--- config.mk ---
export PLATFORM = sky130hd
export DESIGN_NAME = binary_command_frame_handler
export DESIGN_NICKNAME = d
export VERILOG_FILES = /design/src/hw/cmd_frame_pkg.sv /design/src/hw/binary_command_frame_handler.sv
export SDC_FILE = /design/constraint.sdc
export NUM_CORES = 1
export LEC_CHECK = 0
export ABC_AREA = 0
export BUFFER_PORTS_ARGS = -buffer_cell sky130_fd_sc_hd__buf_2
export CORE_MARGIN = 4
export CORE_UTILIZATION = 35
export CTS_CLUSTER_DIAMETER = 60
export DETAILED_ROUTE_END_ITERATION = 10
export SETUP_SLACK_MARGIN = 0.3
export SLEW_MARGIN = 0
export SYNTH_ARGS = -nofsm -noshare
export SYNTH_HDL_FRONTEND = slang
export SYNTH_SLANG_ARGS = --single-unit
--- constraint.sdc ---
create_clock -name ref_clk -period 6.6 [get_ports ref_clk]
set_clock_uncertainty 0.15 [all_clocks]
set_input_delay 1.32 -clock ref_clk [delete_from_list [all_inputs] [get_ports ref_clk]]
set_output_delay 1.32 -clock ref_clk [all_outputs]
set_load 0.05 [all_outputs]
--- src/hw/cmd_frame_pkg.sv ---
// Package: frame layout, status codes and carrier structs of the command frame handler
package cmd_frame_pkg;
    localparam int FRAME_BYTES = 9;
    localparam int CORE_BYTES = 7;
    localparam int CAN_REPLY_BYTES = 7;
    localparam int CNT_W = 4;
    localparam logic [3:0] IDX_ADDR = 4'h0;
    localparam logic [3:0] IDX_CMD = 4'h1;
    localparam logic [3:0] IDX_TYPE = 4'h2;
    localparam logic [3:0] IDX_BANK = 4'h3;
    localparam logic [3:0] IDX_VAL0 = 4'h4;
    localparam logic [3:0] IDX_VAL3 = 4'h7;
    localparam logic [3:0] IDX_SUM = 4'h8;
    localparam logic [7:0] ST_OK = 8'h64;
    localparam logic [7:0] ST_STORED = 8'h65;
    localparam logic [7:0] ST_BAD_SUM = 8'h01;
    localparam logic [7:0] ST_BAD_CMD = 8'h02;
    localparam logic [7:0] ST_BAD_TYPE = 8'h03;
    localparam logic [7:0] ST_BAD_VALUE = 8'h04;
    localparam logic [7:0] ST_LOCKED = 8'h05;
    localparam logic [7:0] ST_NOT_AVAIL = 8'h06;
    localparam logic [31:0] ZERO_VALUE = 32'h0000_0000;
    localparam logic [7:0] ZERO_BYTE = 8'h00;
    localparam int FIFO_DEPTH = 16;

    typedef struct packed {
        logic [7:0] opcode;
        logic [7:0] kind;
        logic [7:0] bank;
        logic [31:0] value;
    } command_type;

    typedef struct packed {
        logic [7:0] status;
        logic [31:0] value;
    } result_type;
endpackage : cmd_frame_pkg

--- src/hw/binary_command_frame_handler.sv ---
// Command frame receiver, executor handshake and reply framer with a reply byte FIFO
//
// Overview of operation
// - Transmit only as reply to received command.
// - Drive link only while a reply leaves.
// - Core command is seven bytes.
// - Serial frame: address, core, checksum: nine bytes.
// - Command checksum: 8-bit sum of eight bytes.
// - CAN frame: no address, no checksum.
// - One reply per completed command.
// - Serial reply: nine bytes, value MSB first.
// - Reply checksum: 8-bit sum of others.
// - CAN reply: no reply address, no checksum.
// - Status 100 executed, 101 stored.
// - Error statuses 1 through 6.
`timescale 1ns/10ps

// ------------------------------------------------------------
// Reply byte FIFO
// ------------------------------------------------------------
module byte_fifo #(
    parameter int WIDTH = 8,
    parameter int DEPTH = 16
) (
    // Clock and reset
    input wire logic ref_clk,
    input wire logic reset,
    // Filling side
    input wire logic inValid,
    output logic inReady,
    input wire logic [WIDTH-1:0] inData,
    // Draining side
    output logic outValid,
    input wire logic outReady,
    output logic [WIDTH-1:0] outData
);
    localparam int AW = $clog2(DEPTH);
    typedef struct packed {
        logic [AW-1:0] rdPtr;
        logic [AW-1:0] wrPtr;
        logic [AW:0] count;
    } fifo_state_type;
    logic [WIDTH-1:0] mem [DEPTH];
    fifo_state_type state_reg;
    fifo_state_type state_next;
    logic push;
    logic pop;

    assign push = inValid && inReady;
    assign pop = outValid && outReady;
    assign inReady = state_reg.count != (AW + 1)'(DEPTH);
    assign outValid = state_reg.count != '0;
    assign outData = mem[state_reg.rdPtr];

    // ------------------------------------------------------------
    // Pointers and fill count
    // ------------------------------------------------------------
    always_comb begin
        state_next = state_reg;
        if (push) begin
            state_next.wrPtr = state_reg.wrPtr + 1'b1;
        end
        if (pop) begin
            state_next.rdPtr = state_reg.rdPtr + 1'b1;
        end
        state_next.count = state_reg.count + (AW + 1)'(push) - (AW + 1)'(pop);
    end

    always_ff @(posedge ref_clk) begin
        if (reset) begin
            state_reg <= '0;
        end else begin
            state_reg <= state_next;
        end
        if (push) begin
            mem[state_reg.wrPtr] <= inData;
        end
    end
endmodule : byte_fifo

// ------------------------------------------------------------
// Frame handler
// ------------------------------------------------------------
// Bytes arriving while a command is busy are dropped; the host must wait
module binary_command_frame_handler #(
    parameter int FIFO_DEPTH = cmd_frame_pkg::FIFO_DEPTH
) (
    // Clock and reset
    input wire logic ref_clk,
    input wire logic reset,
    // Configuration
    input wire logic canMode,
    input wire logic [7:0] moduleAddress,
    input wire logic [7:0] replyAddress,
    // Received bytes, same clock domain
    input wire logic rxValid,
    input wire logic [7:0] rxByte,
    input wire logic rxFrameStart,
    // Command executor
    output logic cmdValid,
    output cmd_frame_pkg::command_type cmdOut,
    input wire logic resultValid,
    input wire cmd_frame_pkg::result_type resultIn,
    input wire logic resultHasValue,
    // Transmit side
    output logic txValid,
    input wire logic txReady,
    output logic [7:0] txByte,
    output logic txDriveEnable,
    output logic txLastByte
);
    typedef enum logic [1:0] {RECEIVE, EXECUTE, REPLY, DRAIN} phase_type;
    typedef struct packed {
        phase_type phase;
        logic [cmd_frame_pkg::CNT_W-1:0] rxCount;
        logic [7:0] rxSum;
        logic [7:0] rxAddr;
        cmd_frame_pkg::command_type cmd;
        logic badSum;
        logic cmdValid;
        logic [7:0] replyStatus;
        logic [31:0] replyValue;
        logic [cmd_frame_pkg::CNT_W-1:0] txCount;
        logic [7:0] txSum;
        logic txValid;
        logic [7:0] txByte;
        logic txDrive;
        logic txLast;
    } handler_state_type;

    handler_state_type state_reg;
    handler_state_type state_next;
    logic fifoInValid;
    logic fifoInReady;
    logic [8:0] fifoInData;
    logic fifoOutValid;
    logic fifoOutReady;
    logic [8:0] fifoOutData;
    logic [cmd_frame_pkg::CNT_W-1:0] replyLen;
    logic [cmd_frame_pkg::CNT_W-1:0] replyIdx;

    function automatic logic [7:0] value_byte(input logic [31:0] v, input logic [1:0] i);
        logic [7:0] b;
        b = v[8 * (3 - i) +: 8];
        return b;
    endfunction : value_byte

    function automatic logic [cmd_frame_pkg::CNT_W-1:0] frame_len(input logic can);
        logic [cmd_frame_pkg::CNT_W-1:0] n;
        n = can ? cmd_frame_pkg::CNT_W'(cmd_frame_pkg::CORE_BYTES)
                : cmd_frame_pkg::CNT_W'(cmd_frame_pkg::FRAME_BYTES);
        return n;
    endfunction : frame_len

    assign replyLen = canMode ? cmd_frame_pkg::CNT_W'(cmd_frame_pkg::CAN_REPLY_BYTES)
                              : cmd_frame_pkg::CNT_W'(cmd_frame_pkg::FRAME_BYTES);
    // CAN replies drop the reply address, so they start at the module address
    assign replyIdx = canMode ? state_reg.txCount + 4'h1 : state_reg.txCount;

    byte_fifo #(.WIDTH(9), .DEPTH(FIFO_DEPTH)) replyFifo (
        .ref_clk(ref_clk),
        .reset(reset),
        .inValid(fifoInValid),
        .inReady(fifoInReady),
        .inData(fifoInData),
        .outValid(fifoOutValid),
        .outReady(fifoOutReady),
        .outData(fifoOutData)
    );

    // ------------------------------------------------------------
    // Reply byte generation
    // ------------------------------------------------------------
    always_comb begin
        logic [7:0] b;
        b = cmd_frame_pkg::ZERO_BYTE;
        unique case (replyIdx)
            cmd_frame_pkg::IDX_ADDR: b = replyAddress;
            cmd_frame_pkg::IDX_CMD: b = moduleAddress;
            cmd_frame_pkg::IDX_TYPE: b = state_reg.replyStatus;
            cmd_frame_pkg::IDX_BANK: b = state_reg.cmd.opcode;
            cmd_frame_pkg::IDX_SUM: b = state_reg.txSum;
            default: b = value_byte(state_reg.replyValue, 2'(replyIdx - cmd_frame_pkg::IDX_VAL0));
        endcase
        fifoInValid = state_reg.phase == REPLY;
        fifoInData = {state_reg.txCount == replyLen - 4'h1, b};
    end

    // A stalled link keeps the last byte up, so the FIFO only drains on a free output
    assign fifoOutReady = !state_reg.txValid || txReady;

    // ------------------------------------------------------------
    // Frame receive, execute and reply sequencing
    // ------------------------------------------------------------
    always_comb begin
        logic [3:0] idx;
        logic [3:0] last;
        state_next = state_reg;
        state_next.cmdValid = 1'b0;
        idx = canMode ? state_reg.rxCount + 4'h1 : state_reg.rxCount;
        last = frame_len(canMode) - 4'h1;
        if (rxFrameStart) begin
            state_next.rxCount = '0;
            state_next.rxSum = cmd_frame_pkg::ZERO_BYTE;
        end
        unique case (state_reg.phase)
            RECEIVE: begin
                if (rxValid) begin
                    state_next.rxCount = (rxFrameStart ? 4'h0 : state_reg.rxCount) + 4'h1;
                    state_next.rxSum = (rxFrameStart ? 8'h00 : state_reg.rxSum) + rxByte;
                    if (rxFrameStart) begin
                        idx = canMode ? 4'h1 : 4'h0;
                    end
                    unique case (idx)
                        cmd_frame_pkg::IDX_ADDR: state_next.rxAddr = rxByte;
                        cmd_frame_pkg::IDX_CMD: state_next.cmd.opcode = rxByte;
                        cmd_frame_pkg::IDX_TYPE: state_next.cmd.kind = rxByte;
                        cmd_frame_pkg::IDX_BANK: state_next.cmd.bank = rxByte;
                        cmd_frame_pkg::IDX_SUM: state_next.badSum = rxByte != state_reg.rxSum;
                        default: state_next.cmd.value = {state_reg.cmd.value[23:0], rxByte};
                    endcase
                    if (idx == cmd_frame_pkg::IDX_SUM || (canMode && idx == cmd_frame_pkg::IDX_VAL3)) begin
                        state_next.rxCount = '0;
                        state_next.rxSum = cmd_frame_pkg::ZERO_BYTE;
                        if (!canMode && state_reg.rxAddr != moduleAddress) begin
                            state_next.phase = RECEIVE;
                        end else if (!canMode && rxByte != state_reg.rxSum) begin
                            state_next.replyStatus = cmd_frame_pkg::ST_BAD_SUM;
                            state_next.replyValue = cmd_frame_pkg::ZERO_VALUE;
                            state_next.txSum = replyAddress + moduleAddress
                                + cmd_frame_pkg::ST_BAD_SUM + state_next.cmd.opcode;
                            state_next.txCount = '0;
                            state_next.phase = REPLY;
                        end else begin
                            state_next.cmdValid = 1'b1;
                            state_next.phase = EXECUTE;
                        end
                    end
                end
                if (last == 4'h0) begin
                    state_next.phase = RECEIVE;
                end
            end
            EXECUTE: begin
                if (resultValid) begin
                    state_next.replyStatus = resultIn.status;
                    state_next.replyValue = (resultHasValue && resultIn.status == cmd_frame_pkg::ST_OK)
                        ? resultIn.value : cmd_frame_pkg::ZERO_VALUE;
                    state_next.txSum = replyAddress + moduleAddress + resultIn.status
                        + state_reg.cmd.opcode
                        + state_next.replyValue[31:24] + state_next.replyValue[23:16]
                        + state_next.replyValue[15:8] + state_next.replyValue[7:0];
                    state_next.txCount = '0;
                    state_next.phase = REPLY;
                end
            end
            REPLY: begin
                if (fifoInReady) begin
                    state_next.txCount = state_reg.txCount + 4'h1;
                    if (state_reg.txCount == replyLen - 4'h1) begin
                        state_next.phase = DRAIN;
                    end
                end
            end
            DRAIN: begin
                // Leave as the last byte is taken, so the drive drops with it
                if (!fifoOutValid && (!state_reg.txValid || txReady)) begin
                    state_next.phase = RECEIVE;
                end
            end
        endcase
        if (fifoOutReady) begin
            state_next.txValid = fifoOutValid;
            state_next.txByte = fifoOutValid ? fifoOutData[7:0] : cmd_frame_pkg::ZERO_BYTE;
            state_next.txLast = fifoOutValid && fifoOutData[8];
        end
        // Drive enable spans the reply only, released once the last byte is taken
        state_next.txDrive = state_next.phase == REPLY || state_next.phase == DRAIN
            || state_next.txValid;
    end

    // ------------------------------------------------------------
    // State register
    // ------------------------------------------------------------
    always_ff @(posedge ref_clk) begin
        if (reset) begin
            state_reg <= '0;
            state_reg.phase <= RECEIVE;
        end else begin
            state_reg <= state_next;
        end
    end

    // ------------------------------------------------------------
    // Outputs
    // ------------------------------------------------------------
    assign cmdValid = state_reg.cmdValid;
    assign cmdOut = state_reg.cmd;
    assign txValid = state_reg.txValid;
    assign txByte = state_reg.txByte;
    assign txDriveEnable = state_reg.txDrive;
    assign txLastByte = state_reg.txLast;
endmodule : binary_command_frame_handler

**Yosys cells after proc, flatten, opt, wreduce, memory -nomap -nowiden**

Memory sizes are Yosys's and may differ from the RTL's. A register that Yosys moved wholly into a read port is not among the register bits.
Index checks and enable logic that the tools add are counted.

- Word-level logic and storage cells: 150
- Output and inout port bits: 68
- RAM bits: 144
- Register bits after elaboration: 156
- Memories kept: 1
- Bits of input ports: 72

- Multiplexer cells: 46
- Reduce and logical (&&, ||, !) cells: 32
- Eq/ne operators: 25
- Bitwise gates (word level): 4
- Shift operators: 1
- $add $sub $neg: 20

Memories:

| name | depth | width | rd ports | clocked after Yosys merged registers in | wr ports | RTL line | text |
|---|---|---|---|---|---|---|---|
| replyFifo.mem | 16 | 9 | 1 | 1 | 1 | binary_command_frame_handler.sv:43 | `logic [WIDTH-1:0] mem [DEPTH];` |

Operators by type and width:

| cell | number |
|---|---|
| 2-to-1 mux 132 bit | 1 |
| 2-to-1 mux 53 bit | 2 |
| 2-to-1 mux 52 bit | 2 |
| one-hot mux 40 bit (2 select lines) | 1 |
| 2-to-1 mux 78 bit | 1 |
| adder 8 bit | 9 |
| 2-to-1 mux 32 bit | 2 |
| 2-to-1 mux 8 bit | 8 |
| 2-to-1 mux 4 bit | 10 |
| one-hot mux 8 bit (5 select lines) | 1 |
| indexed part select 32 x 33 -> 8 bit | 1 |
| adder 4 x 1 -> 4 bit, second input constant | 5 |
| equality test 4 x 2 -> 1 bit, second input constant | 4 |
| inequality test 8 bit | 2 |
| one-hot mux 8 bit (2 select lines) | 1 |
| AND reduction 3 bit | 5 |
| 2-to-1 mux 14 bit | 1 |
| 2-to-1 mux 2 bit | 7 |
| zero test 4 bit | 3 |
| 2-to-1 mux 12 bit | 1 |
| inequality test 2 bit, second input constant | 6 |
| one-hot mux 4 bit (3 select lines) | 1 |
| OR reduction 5 bit | 2 |
| 2-to-1 mux 9 bit | 1 |
| other kinds (27) | 51 |

**Longest topological paths before layout**

Gate-level depths: netlist (run 1).

- Depth after elaboration: 19
- Depth in mapped cells: 20
- Depth with buffers taken out: 20

**By module**

A second synthesis (run 1) with hierarchy kept.

- Cell total of the unflattened synthesis: 1382
- Area, all modules: 15543.7 um^2

By module, submodules not included:

| module | cells an instance | times used | area an instance (um^2) | sequential area each (um^2) |
|---|---|---|---|---|
| binary_command_frame_handler | 1050 | 1 | 9118.7 | 2842.7 |
| byte_fifo | 332 | 1 | 6424.9 | 4664.5 |

**Least setup slack after synthesis (run 1)**

OpenSTA, ideal clock, no wires.

- Path kind: in2reg
- Start: input port resultIn[33] (netlist name)
- End: register state_reg[18] (netlist name)
- Data arrival time: 6.238 ns
- Buffers on the path: 2
- Data required time: 6.391 ns
- Path slack: 0.152 ns
- Cell stages on the path: 18
- Cells stage by stage: or3_1 > nor4_1 > clkbuf_1 > clkbuf_1 > and2_1 > fa_1 > fa_1 > fa_1 > inv_1 > fa_1 > fa_1 > nand2b_1 > a21oi_1 > o22ai_1 > xnor3_1 > a211o_1 > a31oi_1 > a41o_1

- Word-level cells in the longest chain between the ends: 9
- Elaborated cells between the ends (all ways): 11
- Those cells by class: add/sub (6); eq/ne (1); mux (3); reduce/logical (1)

Ends and longest elaborated chain:

| element | RTL line | text |
|---|---|---|
| start, declared | binary_command_frame_handler.sv:103 | `input wire cmd_frame_pkg::result_type resultIn,` |
| branches (longest 6 deep; another with adder 8 bit) | -- |  |
| adder 8 bit * | binary_command_frame_handler.sv:252 | `+ state_next.replyValue[15:8] + state_next.replyValue[7:0];` |
| 2-to-1 mux 52 bit * | binary_command_frame_handler.sv:245 | `if (resultValid) begin` |
| one-hot mux 8 bit (2 select lines) * | binary_command_frame_handler.sv:206 | `unique case (state_reg.phase)` |
| end signal, assigned | binary_command_frame_handler.sv:290 | `state_reg <= state_next;` |
| end, declared | binary_command_frame_handler.sv:131 | `handler_state_type state_reg;` |

Mark *: on every way between the ends. The select of a mux whose other input is x is not followed.
A chain may end at the register's enable or synchronous reset.

**Worst setup path after layout (run 1)**

- Start: input port moduleAddress[0]
- End: register state_reg[18] (netlist name)

- Word-level cells in the longest chain between the ends: 9
- Elaborated cells between the ends (all ways): 19
- Those cells by class: add/sub (9); eq/ne (2); mux (6); reduce/logical (2)

Ends and longest elaborated chain:

| element | RTL line | text |
|---|---|---|
| start, declared | binary_command_frame_handler.sv:93 | `input wire logic [7:0] moduleAddress,` |
| adder 8 bit | binary_command_frame_handler.sv:230, binary_command_frame_handler.sv:249 |  |
| adder 8 bit | binary_command_frame_handler.sv:249 | `state_next.txSum = replyAddress + moduleAddress + resultIn.status` |
| adder 8 bit | binary_command_frame_handler.sv:250 | `+ state_reg.cmd.opcode` |
| adder 8 bit (2 in series) | binary_command_frame_handler.sv:251 | `+ state_next.replyValue[31:24] + state_next.replyValue[23:16]` |
| adder 8 bit (2 in series) | binary_command_frame_handler.sv:252 |  |
| 2-to-1 mux 52 bit | binary_command_frame_handler.sv:245 |  |
| one-hot mux 8 bit (2 select lines) | binary_command_frame_handler.sv:206 |  |

Parallel ways exist; a longest one is shown, timed or not. The select of a mux whose other input is x is not followed.

==> results of run 1 <==
[worst max-delay path: stages]
cell	delay, ns
buf_2	0.13
ha_1	0.23
fa_1	0.39
buf_4	0.15
xnor2_1	0.11
buf_4	0.15
fa_1	0.48
inv_1	0.06
fa_1	0.50
fa_1	0.55
inv_1	0.05
fa_1	0.52
fa_1	0.47
nand2b_1	0.19
a21oi_1	0.19
o22ai_1	0.13
xnor3_1	0.24
a211o_1	0.25
a31oi_1	0.16
a41o_1	0.11
[worst max-delay path by stage]
stage                                  to        startpoint  slack, ns  depth (start not counted)
2_1_floorplan  state_reg[18]$_SDFFE_PP0P_  moduleAddress[0]       0.31                         19
3_3_place_gp   state_reg[18]$_SDFFE_PP0P_   replyAddress[0]      -0.09                         20
3_5_place_dp   state_reg[18]$_SDFFE_PP0P_  moduleAddress[0]      -0.15                         20
4_1_cts        state_reg[18]$_SDFFE_PP0P_  moduleAddress[0]       0.38                         20
5_1_grt        state_reg[18]$_SDFFE_PP0P_   replyAddress[0]       0.31                         20
6_report       state_reg[18]$_SDFFE_PP0P_  moduleAddress[0]       0.53                         20
[area by class of cell]
type | instances | area, µm² | area share, %
Sequential cell | 303 | 7510 | 42.9
Multi-Input combinational cell | 857 | 6940 | 39.7
Clock buffer | 47 | 1020 | 5.85
Timing Repair Buffer | 163 | 891 | 5.09
Tap cell | 585 | 732 | 4.19
Inverter | 62 | 233 | 1.33
Clock inverter | 18 | 159 | 0.909
[stage by stage]
stage	cells	hold slack (ns)	setup slack [ns]
after detailed placement	1970	0.294	-0.151
final	2035	0.300	0.534
after CTS	2035	0.302	0.379
after global routing	2035	0.315	0.306
after floorplan	1350	0.279	0.308
after global placement	1970	0.285	-0.0870
[logic make-up (layout without fill, tap and decap cells)]
logic type / after synthesis / after routing / share of synthesized area (%)
XOR/XNOR: 58 / 58 / 3.57
AND/OR/NAND/NOR: 398 / 398 / 11.9
adder cells (fa/ha/maj): 80 / 80 / 8.21
flip-flops: 303 / 303 / 48.9
buffers and inverters: 190 / 290 / 6.34
multiplexers: 137 / 137 / 13.4
AO/OA/AOI/OAI: 184 / 184 / 7.72
[power breakdown]
group	total [W]	internal (W)	switching (W)
Sequential	0.00209	0.00204	0.0000584
Clock	0.00195	0.00115	0.000806
Combinational	0.00115	0.000507	0.000647
[placed cells by master (no fill, tap or decap), drive strengths merged, types with 4 or more instances in the layout]
master	count
inv	65
mux2i	71
o211a	4
xnor2	35
o21ai	25
a21o	9
fa	35
mux2	13
xor2	20
nor4	5
nor2	138
a22oi	25
or2	4
clkinvlp	4
dfxtp	159
ha	44
a2111oi	4
buf	163
nand2b	8
nand4	9
nand2	118
mux4	53
nand3	45
o211ai	4
and2	24
or3	5
a211oi	11
a21oi	73
o21bai	8
nor3	13
clkinv	10
clkbuf	47
nor2b	15
edfxtp	144
[what timing repair did]
action | CTS | global route
endpoints found under the setup margin | 0 | 1
buffers inserted | 0 | 0
hold buffers | 0 | 0
gates resized for setup | 0 | 1
[layer usage]
layer	up-vias	track usage (%)	wire (µm)
met5	-	0	0
met4	0	4.71	884
met3	56	2.72	2050
met2	269	26.9	18400
met1	5072	22.1	17500
li1	4890	-	-
==> results.ini, run 1 <==
[routing]
drtAntennaViolNets = 0
remaining_drc_errors = 0
vias = 10300
drtPass1Iterations = 5
vias_per_cell = 5.06
wirelength_mm = 38.8
drt-wirelength-per-cell_um = 19.1
drt_iter0_markers = 595

[cts]
numClockSinks = 303
cts-buffers-inserted = 36
tritoncts = built
cts-root-buf = clkbuf_16
clk_latency_ns = 0.54
clk_pin_slew_worst_paths_ns = 0.05
htree_num_levels = 2
cts_buffer_depth = 3

[hold_path]
min_from = state_reg[35]$_SDFFE_PP0P_
min_to = state_reg[35]$_SDFFE_PP0P_
hp-class = reg2reg
holdPathStages = 2

[global_route]
grt_pass1_wl_mm = 60.7
grt_start_max_net_pins = 64
antenna_found_initial = 1
grt_pass1_vias = 10600
grt_usage_pct = 16.3
grt_overflow = 0

[sta]
tightest_slew_ns = 1.30
finalSetupTns_ns = 0
period_share_pct = 91.9
max_freq_mhz = 165
rsz0062_at_grt = no
finalHoldViolations = 0
maxSlewViolCount = 0
setup_viol = 0
finalCriticalPeriod_ns = 6.07
slew_headroom_pct = 13.4

[final_layout]
final_util_pct = 40.4
diodes = 0
post-route-cell-area_um2 = 17500
largest_reg_flops = 144
fillers = 4117
layout.nets = 1574
synthToLayoutAreaGrowth_pct = 13.8
drive_above_1_share_pct = 21.6

[synthesis]
synthArstFlopShare_pct = 0
ys_warn_count = 0
ys_seq_area_share_pct = 48.9
synth-seq-cells = 303
syn-cell-area_um2 = 15400
yosysUniqueCellTypes = 68
yosysMostFrequentCell = dfxtp_1
synth_top_cell_area_share_pct = 28.1
syn-instance-count = 1350
synth.area.top_cells = edfxtp_1 28%, dfxtp_1 21%, mux4_2 7.8%, mux2i_1 4.6%, fa_1 4.6%
synthFlopType = dfxtp_1
synth_edf_count = 144
syn_nets = 1501
synth_area_per_cell_um2 = 11.4
synthTopCellsByCount = 159 x dfxtp_1, 144 x edfxtp_1, 138 x nor2_1
synth_top_cell_by_area = edfxtp_1

[power]
power.density_cell_area_nw_per_um2 = 297
leakage_nw = 7.09
total_power_w = 0.00520
ir_worst_vdd_mv = 0.154

[critical_path]
r2r_end = state_reg[18]$_SDFFE_PP0P_
cp.arrival_ns = 6.39
r2r_cells = 15
start_kind = input pin
r2r_setup_slack_ns = 1.96
path_class = in2reg
cp_max_fo = 2
required_ns = 6.92
rr_startpoint = cmdOut[50]$_SDFFE_PP0P_
endpoint_kind = flop

[place]
gp_congestion = 0.880
port-buffer-count = 139
placed_cell_area_um2 = 16300
hpwl_mm = 28.3

[status]
outcome = complete, no violations

[floorplanning]
io_pins = 140
die-area_um2 = 47300
die_w_um = 218
initial_core_util_pct = 35.5
die_height_um = 218
core_um2 = 43300
rows = 76

[job]
maxCapViolations = 0

Power figures use the tool's default switching activity.
==> inputs of run 2 (changes only) <==
CORE_UTILIZATION = 40   (was 35)
==> run 2 against run 1 <==
  * Setup slack gained 0.054 ns
  * Die area down 12%
  * Critical path depth is 1 higher
  * Cell count fell by 3.7%
  * Critical endpoint unchanged
  * Highest routed layer unchanged
==> results.ini, run 2 (synthesis results as in run 1) <==
[status]
outcome = complete, no violations

[global_route]
grt_usage_pct = 17.8
grt_pass1_wl_mm = 58.9
grt_start_max_net_pins = 81
grt_overflow = 0
antenna_found_initial = 0
grt_pass1_vias = 10400

[routing]
vias = 10300
remaining_drc_errors = 0
vias_per_cell = 5.24
wirelength_mm = 37.1
drt_iter0_markers = 739
drtPass1Iterations = 5
drtAntennaViolNets = 0
drt-wirelength-per-cell_um = 19.0

[sta]
max_freq_mhz = 166
finalCriticalPeriod_ns = 6.01
finalHoldViolations = 0
tightest_slew_ns = 1.25
hold-worst-slack_ns = 0.299
setup_viol = 0
rsz0062_at_grt = no
fin_ws_ns = 0.588
period_share_pct = 91.1
maxSlewViolCount = 0
slew_headroom_pct = 16.8
finalSetupTns_ns = 0

[critical_path]
start_kind = input pin
path_class = in2reg
path_common_cell = fa_1
r2r_cells = 15
slowest_stage = fa_1
cp_max_fo = 2
crit_cells = 21
endpoint_kind = flop
worst_path_largest_cell_delay_ns = 0.50
critPathBufInv = 3
cp.arrival_ns = 6.34
required_ns = 6.93
crit_family = adder cells
path_cells = buf_2 -> ha_1 -> fa_1 -> a21o_1 -> a21oi_2 -> o21bai_1 -> a21oi_1 -> xnor2_1 -> inv_1 -> fa_1 -> fa_1 -> fa_1 -> inv_1 -> fa_1 -> ha_1 -> or2_2 -> o22ai_1 -> xnor3_1 -> a211o_1 -> a31oi_1 -> a41o_1

[floorplanning]
rows = 71
io_pins = 140
die_height_um = 204
core_um2 = 37800
initial_core_util_pct = 40.7
die_w_um = 204
die-area_um2 = 41600

[power]
p_comb_share_pct = 21.3
p_clk_share_pct = 39.3
leakage_nw = 7.12
p_sw_share_pct = 28.2
power.density_cell_area_nw_per_um2 = 304
power_frac_seq_pct = 39.4
p_int_w = 0.00381
switching_power_w = 0.00150
total_power_w = 0.00531
ir_worst_vdd_mv = 0.174

[cts]
hold_buffers = 0
htree_num_levels = 2
clk_pin_slew_worst_paths_ns = 0.06
cts-root-buf = clkbuf_16
tritoncts = built
cts_buffer_depth = 3
cts-buffers-inserted = 36
numClockSinks = 303
clk_latency_ns = 0.53

[final_layout]
mostFrequentLayoutCell = dfxtp_1
diodes = 0
drive_above_1_share_pct = 21.3
layout.nets = 1571
largest_reg_flops = 144
synthToLayoutAreaGrowth_pct = 13.5
mostFrequentLayoutCells = 158 x dfxtp_1, 144 x edfxtp_1, 138 x nor2_1, 138 x buf_2, 116 x nand2_1
fillers = 3480

[place]
gp_congestion = 0.848
port-buffer-count = 139
place_ws_ns = -0.123
hpwl_mm = 27.1

[job]
maxCapViolations = 0

[hold_path]
holdPathStages = 2
hp-class = reg2reg

## run 2: cell types whose count changed in the layout (fill, tap and decap cells not counted), sizes merged
cell	delta
bufinv	+5
clkinvlp	-2
buf	-3
clkinv	+5
clkbuf	-7
## run 2: layout make-up
type / count / area [µm²] / area share [%]
clock buffers: 40 / 947 / 5.43
flip-flops and latches: 303 / 7510 / 43.0
clock inverters: 26 / 312 / 1.79
inverters: 62 / 233 / 1.33
repair buffers: 160 / 868 / 4.98
well taps: 511 / 639 / 3.67
multi-input cells: 857 / 6940 / 39.8
## run 2: final timing paths
kind                              startpoint                    endpoint  slack [ns]
setup / recovery            moduleAddress[0]  state_reg[18]$_SDFFE_PP0P_        0.59
hold / removal    state_reg[38]$_SDFFE_PP0P_  state_reg[38]$_SDFFE_PP0P_        0.30
setup reg to reg     cmdOut[50]$_SDFFE_PP0P_  state_reg[18]$_SDFFE_PP0P_        1.99
hold reg to reg   state_reg[38]$_SDFFE_PP0P_  state_reg[38]$_SDFFE_PP0P_        0.30
## run 2: repair_timing
action | CTS | global route
endpoints found under the setup margin | 0 | 1
setup buffers | 0 | 0
gates resized for setup | 0 | 3
## run 2: routing by layer
metal | vias up | track usage [%] | share of wire (%)
li1 | 4882 | - | -
met1 | 5036 | 24.9 | 46
met2 | 282 | 28.8 | 46
met3 | 64 | 3.06 | 5.6
met4 | 0 | 5.22 | 2.5
met5 | - | 0 | 0
## run 2: power by group through the flow
| stage | clock network [W] | logic (W) | registers (W) |
|---|---|---|---|
| final | 0.00208 | 0.00113 | 0.00209 |
| after global routing | 0.00222 | 0.00125 | 0.00210 |
| after global placement | 0 | 0.00111 | 0.00213 |
| after detailed placement | 0 | 0.00113 | 0.00213 |
| after floorplan | 0 | 0.000876 | 0.00213 |
| after CTS | 0.00214 | 0.00114 | 0.00209 |
## run 2: through the flow
| stage | util, % | area [µm²] | std cells |
|---|---|---|---|
| finish | 46.2 | 17400 | 1959 |
| global route | 46.2 | 17400 | 1959 |
| CTS | 46.2 | 17400 | 1959 |
| detailed placement | 42.9 | 16200 | 1893 |
| global placement | 42.9 | 16200 | 1893 |
| floorplan | - | 15400 | 1350 |
## run 2: worst reg2reg max path, delay by kind of cell, from the launching register on
kind,cells,cell delay (ns)
AO/OA/AOI/OAI,5,0.85
adder cells (fa/ha/maj),5,2.58
XOR/XNOR,1,0.23
AND/OR/NAND/NOR,1,0.20
buffers and inverters,3,0.23
flip-flops,1,0.32
